**config.mk**
```make
export PLATFORM = sky130hd
export DESIGN_NAME = floppy_ctrl_support_logic
export DESIGN_NICKNAME = d
export VERILOG_FILES = /design/src/common/fdc_support_pkg.sv /design/src/hw/write_clock_gen.sv /design/src/hw/floppy_ctrl_support_logic.sv
export SDC_FILE = /design/constraint.sdc
export NUM_CORES = 1
export LEC_CHECK = 0
export BUFFER_PORTS_ARGS = -buffer_cell sky130_fd_sc_hd__buf_4
export CAP_MARGIN = 20
export CORE_MARGIN = 2
export CORE_UTILIZATION = 59
export CTS_CLUSTER_SIZE = 12
export DETAILED_ROUTE_END_ITERATION = 16
export PLACE_DENSITY = 0.92
export SYNTH_ARGS = -nofsm -noshare
export SYNTH_HDL_FRONTEND = slang
export SYNTH_SLANG_ARGS = --single-unit
```
**constraint.sdc**
```tcl
create_clock -name mclk -period 3.85 [get_ports mclk]
set_input_delay 0.77 -clock mclk [delete_from_list [all_inputs] [get_ports mclk]]
set_output_delay 0.77 -clock mclk [all_outputs]
set_load 0.01 [all_outputs]
```
**src/common/fdc_support_pkg.sv**
```systemverilog
`default_nettype none
package fdc_support_pkg;
   // Processor I/O map
   localparam logic [15:0] STATUS_ADDR = 16'hfc08;
   localparam logic [15:0] DATA_ADDR = 16'hfc09;
   // controller_status field positions
   localparam int RFM_BIT = 7;
   localparam int DIR_BIT = 6;
   localparam int NONDMA_BIT = 5;
   localparam int BUSY_BIT = 4;
   // Result byte 1 overrun flag position
   localparam int OVERRUN_BIT = 4;
   localparam int ABORT_BIT = 6;
   localparam logic [7:0] IDLE_READ_VALUE = 8'hff;
   localparam int MAX_RESULTS = 7;
   localparam int MAX_CMD_BYTES = 9;
   // Command opcodes (low five bits)
   localparam logic [4:0] OP_SPECIFY = 5'h03;
   localparam logic [4:0] OP_WRITE = 5'h05;
   localparam logic [4:0] OP_READ = 5'h06;
   localparam logic [4:0] OP_RECAL = 5'h07;
   localparam logic [4:0] OP_SENSE = 5'h08;
   localparam logic [4:0] OP_SEEK = 5'h0f;
   // Clock rates
   localparam longint CLK_HZ = 10_000_000;
   localparam longint MASTER_HZ = 8_000_000;
   localparam longint CTRL_HZ = 4_000_000;
   // Phase accumulator producing master ticks from mclk
   localparam logic [3:0] NCO_STEP = 4'(MASTER_HZ / 1_000_000);
   localparam logic [3:0] NCO_MOD = 4'(CLK_HZ / 1_000_000);
   // DMA service window, longest time, counted in controller ticks
   localparam longint DMA_WINDOW_NS = 32_000;
   localparam logic [7:0] DMA_WINDOW_TICKS =
      8'((DMA_WINDOW_NS * CTRL_HZ) / 1_000_000_000);
   // Motor hold time
   localparam longint MOTOR_HOLD_MS = 2_000;
   localparam longint MOTOR_HOLD_CYCLES = (MOTOR_HOLD_MS * CLK_HZ) / 1_000;
   localparam int SECTOR_BYTES = 512;

   typedef enum logic [1:0] {
      PH_COMMAND,
      PH_EXECUTE,
      PH_RESULT
   } phase_t;

   typedef struct packed {
      logic [15:0] addr;
      logic rd;
      logic wr;
      logic [15:0] wdata;
   } io_req_t;

   typedef struct packed {
      logic registerSelectLine;
      logic writeStrobe;
      logic readStrobe;
   } reg_sel_t;
endpackage
`default_nettype wire

```
**src/hw/write_clock_gen.sv**
```systemverilog
`default_nettype none
module write_clock_gen (
   input wire logic mclk,
   input wire logic rst,
   output logic masterTick,
   output logic ctrlTick,
   output logic div4Tap,
   output logic div8Tap,
   output logic div16Tap,
   output logic slowWriteTick
);
   logic [3:0] ncoAcc_q;
   logic [4:0] ncoSum;
   logic [3:0] divCnt_q;

   // Eight master ticks in every ten mclk cycles
   assign ncoSum = {1'b0, ncoAcc_q} + {1'b0, fdc_support_pkg::NCO_STEP};
   assign masterTick = ncoSum >= {1'b0, fdc_support_pkg::NCO_MOD};

   always_ff @(posedge mclk) begin
      if (rst) begin
         ncoAcc_q <= 4'h0;
      end else if (masterTick) begin
         ncoAcc_q <= 4'(ncoSum - {1'b0, fdc_support_pkg::NCO_MOD});
      end else begin
         ncoAcc_q <= ncoSum[3:0];
      end
   end

   // Divider counter on the master clock
   always_ff @(posedge mclk) begin
      if (rst) begin
         divCnt_q <= 4'h0;
      end else if (masterTick) begin
         divCnt_q <= divCnt_q + 4'h1;
      end
   end

   assign ctrlTick = masterTick & divCnt_q[0];
   assign div4Tap = divCnt_q[1];
   assign div8Tap = divCnt_q[2];
   assign div16Tap = divCnt_q[3];

   always_ff @(posedge mclk) begin
      if (rst) begin
         slowWriteTick <= 1'b0;
      end else begin
         slowWriteTick <= div4Tap & div8Tap & div16Tap;
      end
   end
endmodule
`default_nettype wire

```
**src/hw/floppy_ctrl_support_logic.sv**
```systemverilog
// Functional notes
// - Up to seven result bytes, count set by the executed command.
// - Result bytes leave one per data port read, each read advancing.
// - After the last result byte the block accepts a new command.
// - Reading the final result arms a two second motor hold timer.
// - Status byte is written only internally, read at FC08.
// - Commands and parameters enter through the data port at FC09.
// - Decoder makes select, write and read strobes from both addresses.
// - Each sixteen bit processor word carries one controller byte on one lane.
// - A 4 MHz tick paces only the DMA service watchdog.
// - Unserviced DMA byte within 32 us sets overrun and aborts command.
// - 8 MHz master gives precomp clock, 4 MHz tick and write taps.
// - Divider yields master divided by 4, 8 and 16.
// - ANDed taps form a 0.5 MHz write tick, 250 ns wide.
// - Status bit 7 shows the data port ready for a transfer.
// - Status bit 6 shows direction, one for processor reads.
// - Pre-shift selects choose early, normal or late write data.
`default_nettype none
module floppy_ctrl_support_logic #(
   parameter int SECTOR_BYTES = fdc_support_pkg::SECTOR_BYTES,
   parameter longint MOTOR_HOLD_CYCLES = fdc_support_pkg::MOTOR_HOLD_CYCLES
) (
   input wire logic mclk,
   input wire logic rst,
   input wire fdc_support_pkg::io_req_t ioReq,
   output logic [15:0] ioRdata,
   output logic ioRdValid,
   output fdc_support_pkg::reg_sel_t regSel,
   output logic dmaReq,
   input wire logic dmaAck,
   output logic motorOn,
   input wire logic writeDataRaw,
   input wire logic preShiftSelLow,
   input wire logic preShiftSelHigh,
   output logic writeData,
   output logic slowWriteTick,
   output logic div4Tap,
   output logic div8Tap,
   output logic div16Tap
);
   initial begin
      if (SECTOR_BYTES < 1 || SECTOR_BYTES > 65536) begin
         $error("SECTOR_BYTES out of range");
      end
      if (MOTOR_HOLD_CYCLES < 1 || MOTOR_HOLD_CYCLES >= (64'd1 << 32)) begin
         $error("MOTOR_HOLD_CYCLES out of range");
      end
   end

   fdc_support_pkg::phase_t phase_q;
   logic [7:0] cmdBytes_q [fdc_support_pkg::MAX_CMD_BYTES];
   logic [7:0] results_q [fdc_support_pkg::MAX_RESULTS];
   logic [3:0] byteIdx_q;
   logic [3:0] cmdLen;
   logic [3:0] resLen;
   logic [4:0] opcode;
   logic [4:0] lenOp;
   logic [7:0] dmaWait_q;
   logic [16:0] xferCnt_q;
   logic overrun_q;
   logic [31:0] holdCnt_q;
   logic masterTick;
   logic ctrlTick;
   logic statusHit;
   logic dataHit;
   logic rfm;
   logic dir;
   logic [7:0] statusByte;
   logic [7:0] wrByte;
   logic cmdWrite;
   logic resRead;
   logic [1:0] wrSync_q;
   logic [1:0] selSyncA_q;
   logic [1:0] selSyncB_q;
   logic [7:0] shift_q;
   logic [3:0] muxIn;

   write_clock_gen clocks (
      .mclk(mclk),
      .rst(rst),
      .masterTick(masterTick),
      .ctrlTick(ctrlTick),
      .div4Tap(div4Tap),
      .div8Tap(div8Tap),
      .div16Tap(div16Tap),
      .slowWriteTick(slowWriteTick)
   );

   // Address decoder
   always_comb begin
      statusHit = 1'b0;
      dataHit = 1'b0;
      if (ioReq.addr == fdc_support_pkg::STATUS_ADDR) begin
         statusHit = 1'b1;
      end else if (ioReq.addr == fdc_support_pkg::DATA_ADDR) begin
         dataHit = 1'b1;
      end
   end
   assign regSel.registerSelectLine = dataHit;
   assign regSel.writeStrobe = ioReq.wr & (statusHit | dataHit);
   assign regSel.readStrobe = ioReq.rd & (statusHit | dataHit);

   // Odd data port rides the high byte lane
   assign wrByte = ioReq.wdata[15:8];

   // Status byte, built only from internal state
   assign rfm = phase_q != fdc_support_pkg::PH_EXECUTE;
   assign dir = phase_q == fdc_support_pkg::PH_RESULT;
   always_comb begin
      statusByte = 8'h00;
      statusByte[fdc_support_pkg::RFM_BIT] = rfm;
      statusByte[fdc_support_pkg::DIR_BIT] = dir;
      statusByte[fdc_support_pkg::NONDMA_BIT] = 1'b0;
      statusByte[fdc_support_pkg::BUSY_BIT] =
         phase_q != fdc_support_pkg::PH_COMMAND;
   end

   // Writes only when ready and direction is inward
   assign cmdWrite = regSel.writeStrobe & dataHit & rfm & ~dir;
   assign resRead = regSel.readStrobe & dataHit & rfm & dir;

   // Lengths per command
   assign opcode = cmdBytes_q[0][4:0];
   // Opcode byte not yet stored while it is written
   assign lenOp = (phase_q == fdc_support_pkg::PH_COMMAND &&
      byteIdx_q == 4'h0) ? wrByte[4:0] : opcode;
   always_comb begin
      case (lenOp)
         fdc_support_pkg::OP_READ,
         fdc_support_pkg::OP_WRITE: begin
            cmdLen = 4'd9;
            resLen = 4'd7;
         end
         fdc_support_pkg::OP_SPECIFY,
         fdc_support_pkg::OP_SEEK: begin
            cmdLen = 4'd3;
            resLen = 4'd0;
         end
         fdc_support_pkg::OP_RECAL: begin
            cmdLen = 4'd2;
            resLen = 4'd0;
         end
         fdc_support_pkg::OP_SENSE: begin
            cmdLen = 4'd1;
            resLen = 4'd2;
         end
         default: begin
            cmdLen = 4'd1;
            resLen = 4'd1;
         end
      endcase
   end

   // Command, execution and result sequencing
   always_ff @(posedge mclk) begin
      if (rst) begin
         phase_q <= fdc_support_pkg::PH_COMMAND;
         byteIdx_q <= 4'h0;
      end else begin
         case (phase_q)
            fdc_support_pkg::PH_COMMAND: begin
               if (cmdWrite) begin
                  if (byteIdx_q != 4'h0 && byteIdx_q + 4'h1 >= cmdLen) begin
                     byteIdx_q <= 4'h0;
                     phase_q <= fdc_support_pkg::PH_EXECUTE;
                  end else if (byteIdx_q == 4'h0 && cmdLen == 4'd1 &&
                        wrByte[4:0] != fdc_support_pkg::OP_SENSE) begin
                     phase_q <= fdc_support_pkg::PH_RESULT;
                  end else if (byteIdx_q == 4'h0 &&
                        wrByte[4:0] == fdc_support_pkg::OP_SENSE) begin
                     phase_q <= fdc_support_pkg::PH_RESULT;
                  end else begin
                     byteIdx_q <= byteIdx_q + 4'h1;
                  end
               end
            end
            fdc_support_pkg::PH_EXECUTE: begin
               if (opcode != fdc_support_pkg::OP_READ &&
                     opcode != fdc_support_pkg::OP_WRITE) begin
                  phase_q <= resLen == 4'd0 ? fdc_support_pkg::PH_COMMAND
                        : fdc_support_pkg::PH_RESULT;
               end else if (ctrlTick &&
                     dmaWait_q >= fdc_support_pkg::DMA_WINDOW_TICKS - 8'd1 &&
                     !dmaAck) begin
                  phase_q <= fdc_support_pkg::PH_RESULT;
               end else if (dmaAck &&
                     xferCnt_q == 17'(SECTOR_BYTES - 1)) begin
                  phase_q <= fdc_support_pkg::PH_RESULT;
               end
            end
            default: begin
               if (resRead) begin
                  if (byteIdx_q + 4'h1 >= resLen) begin
                     byteIdx_q <= 4'h0;
                     phase_q <= fdc_support_pkg::PH_COMMAND;
                  end else begin
                     byteIdx_q <= byteIdx_q + 4'h1;
                  end
               end
            end
         endcase
      end
   end

   // Command byte store
   always_ff @(posedge mclk) begin
      if (cmdWrite && byteIdx_q < 4'(fdc_support_pkg::MAX_CMD_BYTES)) begin
         cmdBytes_q[byteIdx_q] <= wrByte;
      end
   end

   // DMA service watchdog on controller ticks
   assign dmaReq = phase_q == fdc_support_pkg::PH_EXECUTE &&
      (opcode == fdc_support_pkg::OP_READ ||
      opcode == fdc_support_pkg::OP_WRITE);
   always_ff @(posedge mclk) begin
      if (rst || phase_q != fdc_support_pkg::PH_EXECUTE) begin
         dmaWait_q <= 8'h00;
         xferCnt_q <= 17'h0;
      end else if (dmaAck) begin
         dmaWait_q <= 8'h00;
         xferCnt_q <= xferCnt_q + 17'h1;
      end else if (ctrlTick) begin
         dmaWait_q <= dmaWait_q + 8'h01;
      end
   end
   always_ff @(posedge mclk) begin
      if (rst || cmdWrite) begin
         overrun_q <= 1'b0;
      end else if (dmaReq && ctrlTick && !dmaAck &&
            dmaWait_q >= fdc_support_pkg::DMA_WINDOW_TICKS - 8'd1) begin
         overrun_q <= 1'b1;
      end
   end

   // Result bytes
   always_comb begin
      for (int i = 0; i < fdc_support_pkg::MAX_RESULTS; i++) begin
         results_q[i] = i + 2 < fdc_support_pkg::MAX_CMD_BYTES ?
            cmdBytes_q[i + 2] : 8'h00;
      end
      results_q[0] = 8'h00;
      results_q[0][fdc_support_pkg::ABORT_BIT] = overrun_q;
      results_q[1] = 8'h00;
      results_q[1][fdc_support_pkg::OVERRUN_BIT] = overrun_q;
   end

   // Read data register
   always_ff @(posedge mclk) begin
      if (rst) begin
         ioRdata <= 16'h0000;
         ioRdValid <= 1'b0;
      end else begin
         ioRdValid <= regSel.readStrobe;
         if (regSel.readStrobe && statusHit) begin
            ioRdata <= {8'h00, statusByte};
         end else if (resRead) begin
            ioRdata <= {results_q[byteIdx_q[2:0]], 8'h00};
         end else if (regSel.readStrobe) begin
            ioRdata <= {fdc_support_pkg::IDLE_READ_VALUE, 8'h00};
         end
      end
   end

   // Motor hold timer
   always_ff @(posedge mclk) begin
      if (rst) begin
         holdCnt_q <= 32'h0;
      end else if (resRead && byteIdx_q + 4'h1 >= resLen) begin
         holdCnt_q <= 32'(MOTOR_HOLD_CYCLES);
      end else if (holdCnt_q != 32'h0) begin
         holdCnt_q <= holdCnt_q - 32'h1;
      end
   end
   assign motorOn = holdCnt_q != 32'h0 || dmaReq;

   // Precompensation path
   always_ff @(posedge mclk) begin
      if (rst) begin
         wrSync_q <= 2'h0;
         selSyncA_q <= 2'h0;
         selSyncB_q <= 2'h0;
         shift_q <= 8'h00;
         writeData <= 1'b0;
      end else begin
         wrSync_q <= {wrSync_q[0], writeDataRaw};
         selSyncA_q <= {selSyncA_q[0], preShiftSelLow};
         selSyncB_q <= {selSyncB_q[0], preShiftSelHigh};
         if (masterTick) begin
            shift_q <= {shift_q[6:0], wrSync_q[1]};
         end
         case ({selSyncB_q[1], selSyncA_q[1]})
            2'b00: writeData <= muxIn[0];
            2'b01: writeData <= muxIn[1];
            2'b10: writeData <= muxIn[2];
            default: writeData <= muxIn[3];
         endcase
      end
   end
   // C0 normal, C1 late, C2 early, C3 normal
   assign muxIn = {shift_q[2], shift_q[1], shift_q[3], shift_q[2]};
endmodule
`default_nettype wire

```
# --- Yosys cells after proc, flatten, opt, wreduce, memory -nomap -nowiden ---
# Memories as Yosys holds them, arrays and structs flattened.
# Index checks and enable logic that the tools add are counted.
op_classes:
  addsub: 7
  multipliers: 0
  div_mod_pow: 0
  magnitude_cmp: 6
  n_eq_ne: 26
  shift: 0
  mux: 36
  n_bitwise: 15
  reduce_logical: 41
ops:
  columns: ["op", "count"]
  rows:
  - ["25-bit two-way mux", 2]
  - ["16-bit equality test (second input constant)", 2]
  - ["16-bit two-way mux", 2]
  - ["32-bit nonzero test", 1]
  - ["32-bit by 1-bit subtractor with 32-bit output (second input constant)", 1]
  - ["4-bit two-way mux", 7]
  - ["5-bit by 3-bit equality test with 1-bit output (second input constant)", 5]
  - ["8-bit binary-select mux with 3-bit select", 1]
  - ["8-bit two-way mux", 3]
  - ["2-bit two-way mux", 10]
  - ["17-bit by 1-bit adder with 17-bit output (second input constant)", 1]
  - ["17-bit by 9-bit equality test with 1-bit output (second input constant)", 1]
  - ["1-bit logical AND", 16]
  - ["5-bit by 4-bit equality test with 1-bit output (second input constant)", 3]
  - ["4-bit one-hot mux with 3 select lines", 1]
  - ["1-bit bitwise AND", 11]
  - ["5-bit by 3-bit != test with 1-bit output (second input constant)", 2]
  - ["5-bit AND reduction", 2]
  - ["2-bit OR reduction", 5]
  - ["3-bit one-hot mux with 3 select lines", 1]
  - ["3-bit nonzero test", 3]
  - ["4-bit by 1-bit adder with 4-bit output (second input constant)", 2]
  - ["8-bit by 1-bit adder with 8-bit output (second input constant)", 1]
  - ["4-bit greater-or-equal comparator", 2]
  - ["31 further kinds", 46]
word_totals:
  regBits: 96
  latch_bits: 0
  mem_bits_rw: 72
  mem_bits_ro: 0
  inputBits: 40
  out_inout_bits: 27
  elab_cells: 150
  n_memories: 1
mem_list:
  columns: ["memory", "words", "word_bits", "rd", "rd_clocked_by_memory_dff", "wr", "line", "text"]
  rows:
  - ["cmdBytes_q", 9, 8, 6, 0, 1, "floppy_ctrl_support_logic.sv:51", "logic [7:0] cmdBytes_q [fdc_support_pkg::MAX_CMD_BYTES];"]

# --- Longest topological paths before layout ---
# Gate-level depths: netlist of the first run.
depth:
  word_depth: 13
  ltp_mapped: 16
  depth_no_buf: 14

# --- Modules after synthesis ---
# Synthesis of the first run repeated with hierarchy kept, for this count alone.
unflattened:
  cells_unflattened: 661
  hier_area_um2: 6518.8
modules_own_cells:
  columns: ["mod", "n_inst", "cells_per_inst", "area_each_um2", "seq_area_each_um2"]
  rows:
  - ["floppy_ctrl_support_logic", 1, 617, 6080.8, 3093.0]
  - ["write_clock_gen", 1, 44, 437.9, 160.2]

# --- Worst setup path before layout of the first run ---
# OpenSTA, ideal clock, no wires.
synth_timing:
  path_type: "register to register"
  from: "reg byteIdx_q[0]"
  to: "reg phase_q[1]"
  setup_time_ns: 0.115
  arrival_ns: 3.342
  required_time_ns: 3.735
  path_slack_ns: 0.394
  stages_incl_launch_ff: 16
  path_buffers: 2
  synth_period_minus_slack_ns: 3.456
  cell_sequence: "dfxtp_1 -> clkbuf_1 -> inv_1 -> ha_1 -> or3b_2 -> nor2_1 -> o41ai_1 -> nor2_1 -> ha_1 -> nor3b_1 -> o21bai_1 -> o211ai_1 -> clkbuf_1 -> a2bb2oi_1 -> a21boi_0 -> o21a_1"
synth_via:
  elab_chain_cells: 13
  word_cells_on_any_way: 33
  cone_classes: "add/sub: 1; order compare: 2; eq/ne: 8; mux: 9; reduce/logical: 13"
synth_lines:
  columns: ["element", "line", "text"]
  rows:
  - ["from (decl)", "floppy_ctrl_support_logic.sv:53", "logic [3:0] byteIdx_q;"]
  - ["from (signal assigned)", "floppy_ctrl_support_logic.sv:173", "byteIdx_q <= byteIdx_q + 4'h1;"]
  - ["from (signal assigned)", "floppy_ctrl_support_logic.sv:197", "byteIdx_q <= byteIdx_q + 4'h1;"]
  - ["4-bit zero test", "floppy_ctrl_support_logic.sv:126, floppy_ctrl_support_logic.sv:166, floppy_ctrl_support_logic.sv:169", null]
  - ["1-bit logical AND", "floppy_ctrl_support_logic.sv:125", "assign lenOp = (phase_q == fdc_support_pkg::PH_COMMAND &&"]
  - ["5-bit two-way mux", "floppy_ctrl_support_logic.sv:126", "byteIdx_q == 4'h0) ? wrByte[4:0] : opcode;"]
  - ["5-bit by 2-bit equality test with 1-bit output, or another cell as far along", "floppy_ctrl_support_logic.sv:128", "case (lenOp)"]
  - ["2-bit OR reduction", "floppy_ctrl_support_logic.sv:128", null]
  - ["4-bit one-hot mux with 3 select lines", "floppy_ctrl_support_logic.sv:128", null]
  - ["4-bit by 1-bit equality test with 1-bit output", "floppy_ctrl_support_logic.sv:166", "end else if (byteIdx_q == 4'h0 && cmdLen == 4'd1 &&"]
  - ["1-bit logical AND (2 in a row)", "floppy_ctrl_support_logic.sv:166", null]
  - ["2-bit two-way mux", "floppy_ctrl_support_logic.sv:166", null]
  - ["2-bit two-way mux", "floppy_ctrl_support_logic.sv:163", "if (byteIdx_q != 4'h0 && byteIdx_q + 4'h1 >= cmdLen) begin"]
  - ["2-bit two-way mux", "floppy_ctrl_support_logic.sv:162", "if (cmdWrite) begin"]
  - ["2-bit one-hot mux with 2 select lines", "floppy_ctrl_support_logic.sv:160", "case (phase_q)"]
  - ["to (signal assigned)", "floppy_ctrl_support_logic.sv:165", "phase_q <= fdc_support_pkg::PH_EXECUTE;"]
  - ["to (signal assigned)", "floppy_ctrl_support_logic.sv:168", "phase_q <= fdc_support_pkg::PH_RESULT;"]
  - ["to (signal assigned)", "floppy_ctrl_support_logic.sv:171", "phase_q <= fdc_support_pkg::PH_RESULT;"]
  - ["to (decl)", "floppy_ctrl_support_logic.sv:50", "fdc_support_pkg::phase_t phase_q;"]
# Parallel ways exist; a longest one is shown, timed or not. The select of a mux whose other input is x is not followed.
# A chain may end at the register's enable or synchronous reset.

# --- Worst setup path after layout of the first run ---
layout_timing:
  from: "reg byteIdx_q[0]"
  to: "reg byteIdx_q[0]"
layout_via:
  elab_chain_cells: 11
  word_cells_on_any_way: 33
  cone_classes: "add/sub: 1; order compare: 2; eq/ne: 9; mux: 10; reduce/logical: 11"
layout_lines:
  columns: ["element", "line"]
  rows:
  - ["4-bit zero test", "floppy_ctrl_support_logic.sv:126, floppy_ctrl_support_logic.sv:166, floppy_ctrl_support_logic.sv:169"]
  - ["1-bit logical AND", "floppy_ctrl_support_logic.sv:125"]
  - ["5-bit two-way mux", "floppy_ctrl_support_logic.sv:126"]
  - ["5-bit by 2-bit equality test with 1-bit output, or another cell as far along", "floppy_ctrl_support_logic.sv:128"]
  - ["2-bit OR reduction", "floppy_ctrl_support_logic.sv:128"]
  - ["4-bit one-hot mux with 3 select lines", "floppy_ctrl_support_logic.sv:128"]
  - ["4-bit greater-or-equal comparator / 4-bit by 1-bit equality test with 1-bit output (equally long branches)", "floppy_ctrl_support_logic.sv:163, floppy_ctrl_support_logic.sv:166"]
  - ["1-bit logical AND (on tied branches)", "floppy_ctrl_support_logic.sv:163, floppy_ctrl_support_logic.sv:166"]
  - ["4-bit two-way mux / 1-bit logical AND (equally long branches)", "floppy_ctrl_support_logic.sv:163, floppy_ctrl_support_logic.sv:166"]
  - ["4-bit two-way mux / 3-bit != test (equally long branches)", null]
  - ["4-bit one-hot mux with 2 select lines / 5-bit AND reduction (equally long branches)", null]
# Parallel ways exist; a longest one is shown, timed or not. The select of a mux whose other input is x is not followed.

==> impl_metrics.env, run 1 <==
export IMPL_endpoint_kind="register"
export IMPL_period_share_pct=91.64
export IMPL_cts_buffers=17
export IMPL_setup_violations=0
export IMPL_drtAntennaViolNets=0
export IMPL_finalHoldViolCount=0
export IMPL_rows=38
export IMPL_yosys_area_share_simple_pct=23.08
export IMPL_initial_core_util_pct=59.94
export IMPL_synth_largest_area_cell="dfxtp_1"
export IMPL_core_um2=10700
export IMPL_grt_pass1_wl_mm=24.63
export IMPL_rsz0062_at_grt="false"
export IMPL_synthArstFlopShare_pct=0
export IMPL_syn_to_final_growth_pct=16.80
export IMPL_ioPinCount=67
export IMPL_cap_viol_max_count=0
export IMPL_ys_warn_count=0
export IMPL_dp_cells=834
export IMPL_final_nets=771
export IMPL_synth_compound_area_share_pct=9.307
export IMPL_drc=0
export IMPL_final_cells=865
export IMPL_root_buffer="clkbuf_8"
export IMPL_vias=5198
export IMPL_synth_area_per_cell_um2=9.672
export IMPL_synth_distinct_cells=58
export IMPL_overflow=0
export IMPL_crit_arrival_ns=3.97
export IMPL_whs_ns=0.4428
export IMPL_path_clk_slew_ns=0.06
export IMPL_skew_ns=0.006927
export IMPL_status="completed"
export IMPL_cts_sink_count=140
export IMPL_antenna_cells=0
export IMPL_grt_pass1_vias=5170
export IMPL_die_w_um=108.3
export IMPL_detail_route_wl_per_cell_um=17.24
export IMPL_drt_wl_total_mm=14.92
export IMPL_syn_inst=663
export IMPL_seq_area_frac_synth_pct=50.73
export IMPL_synthFlopType="dfxtp_1"
export IMPL_globalRouteTotalUtil_pct=26.96
export IMPL_synth_edf_count=45
export IMPL_ir_worst_vdd_mv=0.3661
export IMPL_synth_fa_ha_area_share_pct=3.512
export IMPL_clk_latency_ns=0.53
export IMPL_first_pass_iters=6
export IMPL_synth_xor_area_share_pct=7.376
export IMPL_first_iter_violations=471
export IMPL_cts_tree="yes"
export IMPL_fill_cells=694
export IMPL_hold_class="register to register"
export IMPL_power_density_nw_per_um2=629.2
export IMPL_syn_area_um2=6412
export IMPL_critPathMaxFanout=7
export IMPL_holdBufCountCts=0
export IMPL_htreeDepth=4
export IMPL_synth_top_family_by_area="simple AND/OR/NAND/NOR gates"
export IMPL_max_freq_mhz=283.5
export IMPL_place_congestion=0.8642
export IMPL_grt_max_degree=49
export IMPL_critical_path_class="register to register"
export IMPL_dieArea_um2=11720
export IMPL_cts_setup_buffers=0
export IMPL_tns_ns=0
export IMPL_dp_hpwl_mm=10.19
export IMPL_required_ns=4.29
export IMPL_vias_per_cell=6.009
export IMPL_slew_headroom_pct=46.31
export IMPL_cts_repair_resized=0
export IMPL_worst_pin_slew_ns=0.7969
export IMPL_p_total_mw=4.713
export IMPL_io_buffers=53
export IMPL_die_y_um=108.3
export IMPL_p_leak_nw=2.752
export IMPL_drv_slew=0
export IMPL_finalCriticalPeriod_ns=3.528
export IMPL_cts_buffer_depth=2
export IMPL_synth_area_leaders="dfxtp_1 30%, edfxtp_1 21%, xor2_1 4.8%"
export IMPL_grt_antenna_before_repair=0
export IMPL_start_kind="register"
export IMPL_synth_seq_cells=140
export IMPL_drive_above_1_share_pct=14.76
export IMPL_synth_mux_area_share_pct=2.615
export IMPL_netlist_area_leader_share_pct=29.66
-- cells in the mapped netlist (all sizes together), types with 5 or more instances --
cell / number
a211oi: 6
a21oi: 38
a221oi: 6
and2: 8
and3: 11
buf: 12
clkbuf: 21
dfxtp: 95
edfxtp: 45
ha: 18
inv: 15
mux2: 6
mux2i: 10
nand2: 54
nand2b: 5
nand3: 19
nand4: 18
nor2: 79
nor2b: 13
nor3: 28
nor3b: 5
nor4: 17
o21ai: 22
or2: 5
or3: 8
xnor2: 19
xor2: 35
-- stage by stage --
step                      area [µm²]  util, %  worst slack (ns)
after floorplan                 6427        -            0.3935
after global placement          6897    64.47            0.4578
after detailed placement        6897    64.47            0.2261
after CTS                       7478    69.91            0.1385
after global routing            7490    70.01           0.01846
final                           7490    70.01            0.3221
-- where the power goes --
group          internal [mW]  total, mW  switching [mW]
Clock                  0.983       1.61           0.625
Combinational          0.496       1.27           0.778
Sequential              1.68       1.83           0.149
Total                   3.16       4.71            1.55
-- registers in the layout, summed over array words and instances, names as in the netlist --
register              count
cmdBytes_q               45
holdCnt_q                32
xferCnt_q                17
ioRdata                  11
dmaWait_q                 8
byteIdx_q                 4
clocks.divCnt_q           4
shift_q                   4
clocks.ncoAcc_q           3
phase_q                   2
selSyncA_q                2
selSyncB_q                2
wrSync_q                  2
clocks.slowWriteTick      1
ioRdValid                 1
overrun_q                 1
writeData                 1
-- layer usage --
metal | GRT usage, % | vias up | part of all wire (%)
met2 | 47.26 | 207 | 52
met5 | 0 | - | 0
li1 | - | 2464 | -
met4 | 11.54 | 0 | 2.7
met3 | 5.726 | 48 | 6.1
met1 | 31.97 | 2479 | 39
-- critical path: stages (launching register included) --
cell and delay [ns]:
dfxtp_1 0.31, inv_1 0.17, ha_1 0.23, or3b_2 0.52, nor2_2 0.22, nand2_1 0.09
o21ai_0 0.14, nor2_1 0.09, ha_1 0.28, nor3b_1 0.19, o21bai_1 0.16, or2_2 0.31
a211oi_1 0.43, nand4_1 0.16, o21ai_0 0.14
-- cells in the final DEF, fill, tap and decap left out, types with 6 or more instances in the layout --
master and n:
xor2_1 35, nor3_1 28, xnor2_1 19, inv_1 15
buf_4 60, dfxtp_1 95, clkbuf_16 16, nand3_1 17
or3_1 8, and2_1 8, nor2b_1 13, a221oi_1 6
mux2i_1 10, nor4_1 17, nor2_1 78, nand4_1 18
and3_1 11, mux2_2 6, a21oi_1 38, ha_1 18
o21ai_0 21, nand2_1 54, edfxtp_1 45
-- layout make-up --
class / instances / area, µm² / share of cell area, %
Clock inverter: 14 / 167.7 / 2.239
Clock buffer: 17 / 414.1 / 5.530
Tap cell: 140 / 175.2 / 2.339
Inverter: 15 / 56.30 / 0.7518
Timing Repair Buffer: 60 / 450.4 / 6.014
Multi-Input combinational cell: 479 / 2973 / 39.69
Sequential cell: 140 / 3253 / 43.43
-- kinds of logic (layout without fill, tap and decap cells) --
logic type	after synthesis	after routing
adder cells (fa/ha/maj)	18	18
AO/OA/AOI/OAI	97	97
buffers and inverters	48	106
flip-flops	140	140
other	1	5
AND/OR/NAND/NOR	289	289
XOR/XNOR	54	54
multiplexers	16	16
-- worst paths after layout --
path / start / to / slack [ns] / cells past startpoint
setup / recovery: byteIdx_q[0]$_SDFFE_PP0P_ / byteIdx_q[0]$_SDFFE_PP0P_ / 0.32 / 14
hold / removal: wrSync_q[1]$_SDFF_PP0_ / shift_q[0]$_SDFFE_PP0N_ / 0.44 / 2
setup reg to reg: byteIdx_q[0]$_SDFFE_PP0P_ / byteIdx_q[0]$_SDFFE_PP0P_ / 0.32 / 14
hold reg to reg: wrSync_q[1]$_SDFF_PP0_ / shift_q[0]$_SDFFE_PP0N_ / 0.44 / 2
No activity file was read; power rests on OpenSTA's default activity.
==> run 2: changes to the inputs <==
CELL_PAD_IN_SITES_DETAIL_PLACEMENT = 0   (was unset)
CELL_PAD_IN_SITES_GLOBAL_PLACEMENT = 2   (was unset)
CORE_UTILIZATION = 37   (was 59)
PLACE_DENSITY = 0.91   (was 0.92)
==> run 2 against run 1 <==
- register-to-register slack about the same
- clock power about the same
- total power down 0.24%
- sequential cell count unchanged
- cell count up 10%
- global-route usage down 11 points
- clock-buffer cell count unchanged
- critical path type unchanged
- critical endpoint is now byteIdx_q[1]$_SDFFE_PP0P_
- highest routed layer unchanged
==> impl_metrics.env, run 2 (synthesized netlist as in run 1, its figures left out) <==
export IMPL_status="completed"
export IMPL_core_um2=17120
export IMPL_start_kind="register"
export IMPL_skew_ns=0.009134
export IMPL_place_congestion=0.8091
export IMPL_crit_path_start="byteIdx_q[1]$_SDFFE_PP0P_"
export IMPL_grt_max_degree=49
export IMPL_cap_viol_max_count=0
export IMPL_largest_reg_flops=45
export IMPL_initial_core_util_pct=37.46
export IMPL_drtAntennaViolNets=0
export IMPL_period_share_pct=91.59
export IMPL_drv_slew=0
export IMPL_cts_buffer_depth=2
export IMPL_htreeDepth=4
export IMPL_cts_tree="yes"
export IMPL_tns_ns=0
export IMPL_cts_setup_buffers=0
export IMPL_drt_wl_total_mm=14.03
export IMPL_vias=4930
export IMPL_required_ns=4.18
export IMPL_cts_sink_count=140
export IMPL_worstReg2RegStart="byteIdx_q[1]$_SDFFE_PP0P_"
export IMPL_power_density_nw_per_um2=618.9
export IMPL_hp_start="selSyncA_q[0]$_SDFF_PP0_"
export IMPL_io_buffers=53
export IMPL_path_clk_slew_ns=0.06
export IMPL_dieArea_um2=18400
export IMPL_drc=0
export IMPL_slew_headroom_pct=48.64
export IMPL_vias_per_cell=5.179
export IMPL_dp_hpwl_mm=9.617
export IMPL_critPathMaxFanout=6
export IMPL_first_pass_iters=4
export IMPL_die_y_um=135.6
export IMPL_hold_class="register to register"
export IMPL_mostFrequentLayoutCell="dfxtp_1"
export IMPL_root_buffer="clkbuf_16"
export IMPL_ioPinCount=67
export IMPL_grt_pass1_vias=4776
export IMPL_detail_route_wl_per_cell_um=14.74
export IMPL_final_area_um2=7596
export IMPL_rsz0062_at_grt="false"
export IMPL_grt_antenna_before_repair=0
export IMPL_globalRouteTotalUtil_pct=15.86
export IMPL_final_nets=772
export IMPL_dpl_cell_area_um2=7010
export IMPL_p_leak_nw=2.762
export IMPL_regMostFlops="cmdBytes_q"
export IMPL_cts_repair_resized=0
export IMPL_utilization_pct=44.38
export IMPL_overflow=0
export IMPL_rows=48
export IMPL_critical_path_class="register to register"
export IMPL_finalCriticalPeriod_ns=3.526
export IMPL_fill_cells=1642
export IMPL_p_total_mw=4.701
export IMPL_die_w_um=135.6
export IMPL_endpoint_kind="register"
export IMPL_ir_worst_vdd_mv=0.3335
export IMPL_drive_above_1_share_pct=14.58
export IMPL_syn_to_final_growth_pct=18.46
export IMPL_grt_pass1_wl_mm=23.07
export IMPL_clk_latency_ns=0.42
export IMPL_layout_common_cells="95 x dfxtp_1, 79 x nor2_1, 61 x buf_4"
export IMPL_crit_arrival_ns=3.86
export IMPL_finalHoldViolCount=0
export IMPL_max_freq_mhz=283.6
export IMPL_worst_pin_slew_ns=0.7645
export IMPL_setup_violations=0
export IMPL_first_iter_violations=206
export IMPL_largestRegisters="cmdBytes_q (45), holdCnt_q (32), xferCnt_q (17)"
export IMPL_cts_buffers=17
export IMPL_holdBufCountCts=0
export IMPL_antenna_cells=0
run 2: path summary, 6_finish.rpt:
path	to	slack, ns	cells after the start
min reg2reg	selSyncA_q[1]$_SDFF_PP0_	0.45	1
min	selSyncA_q[1]$_SDFF_PP0_	0.45	1
max	byteIdx_q[1]$_SDFFE_PP0P_	0.32	13
max reg2reg	byteIdx_q[1]$_SDFFE_PP0P_	0.32	13
run 2: layer usage:
metal / part of all wire [%] / global-route usage, % / wire [µm]
met1: 45 / 19.08 / 6272
met2: 50 / 27.83 / 7049
met3: 3.6 / 3.554 / 512
met4: 1.4 / 5.556 / 196
met5: 0 / 0 / 0
run 2: where the power goes:
group          leakage, nW  internal [mW]  switching, mW
clock                0.285          0.964          0.659
combinational         1.30          0.497          0.759
sequential            1.18           1.68          0.141
total                 2.76           3.14           1.56
run 2: per-stage QoR:
step | setup WS (ns) | cells | hold WS, ns
2_1_floorplan | 0.3935 | 667 | 0.4138
3_3_place_gp | 0.4114 | 920 | 0.4312
3_5_place_dp | 0.3685 | 920 | 0.4253
4_1_cts | 0.3468 | 952 | 0.4511
5_1_grt | 0.04061 | 952 | 0.4709
6_report | 0.3236 | 952 | 0.4492
run 2: worst max-delay path, stage by stage, from the launching register on:
cell and delay (ns):
dfxtp_1 0.31, inv_1 0.10, ha_1 0.20, or3b_2 0.51, nor2_1 0.29, nor3b_1 0.09
a31oi_1 0.17, ha_1 0.25, nand2b_1 0.16, a2111oi_1 0.53, nor3_1 0.12, a211oi_1 0.46
nand4_1 0.15, o21ai_0 0.11
run 2: area by class of cell:
cell class              count  area, µm²  area share (%)
flip-flops and latches    140       3253           42.83
multi-input cells         479       2963           39.01
repair buffers             61      457.9           6.029
clock buffers              17      425.4           5.600
well taps                 225      281.5           3.706
clock inverters            15      158.9           2.092
inverters                  15      56.30          0.7412
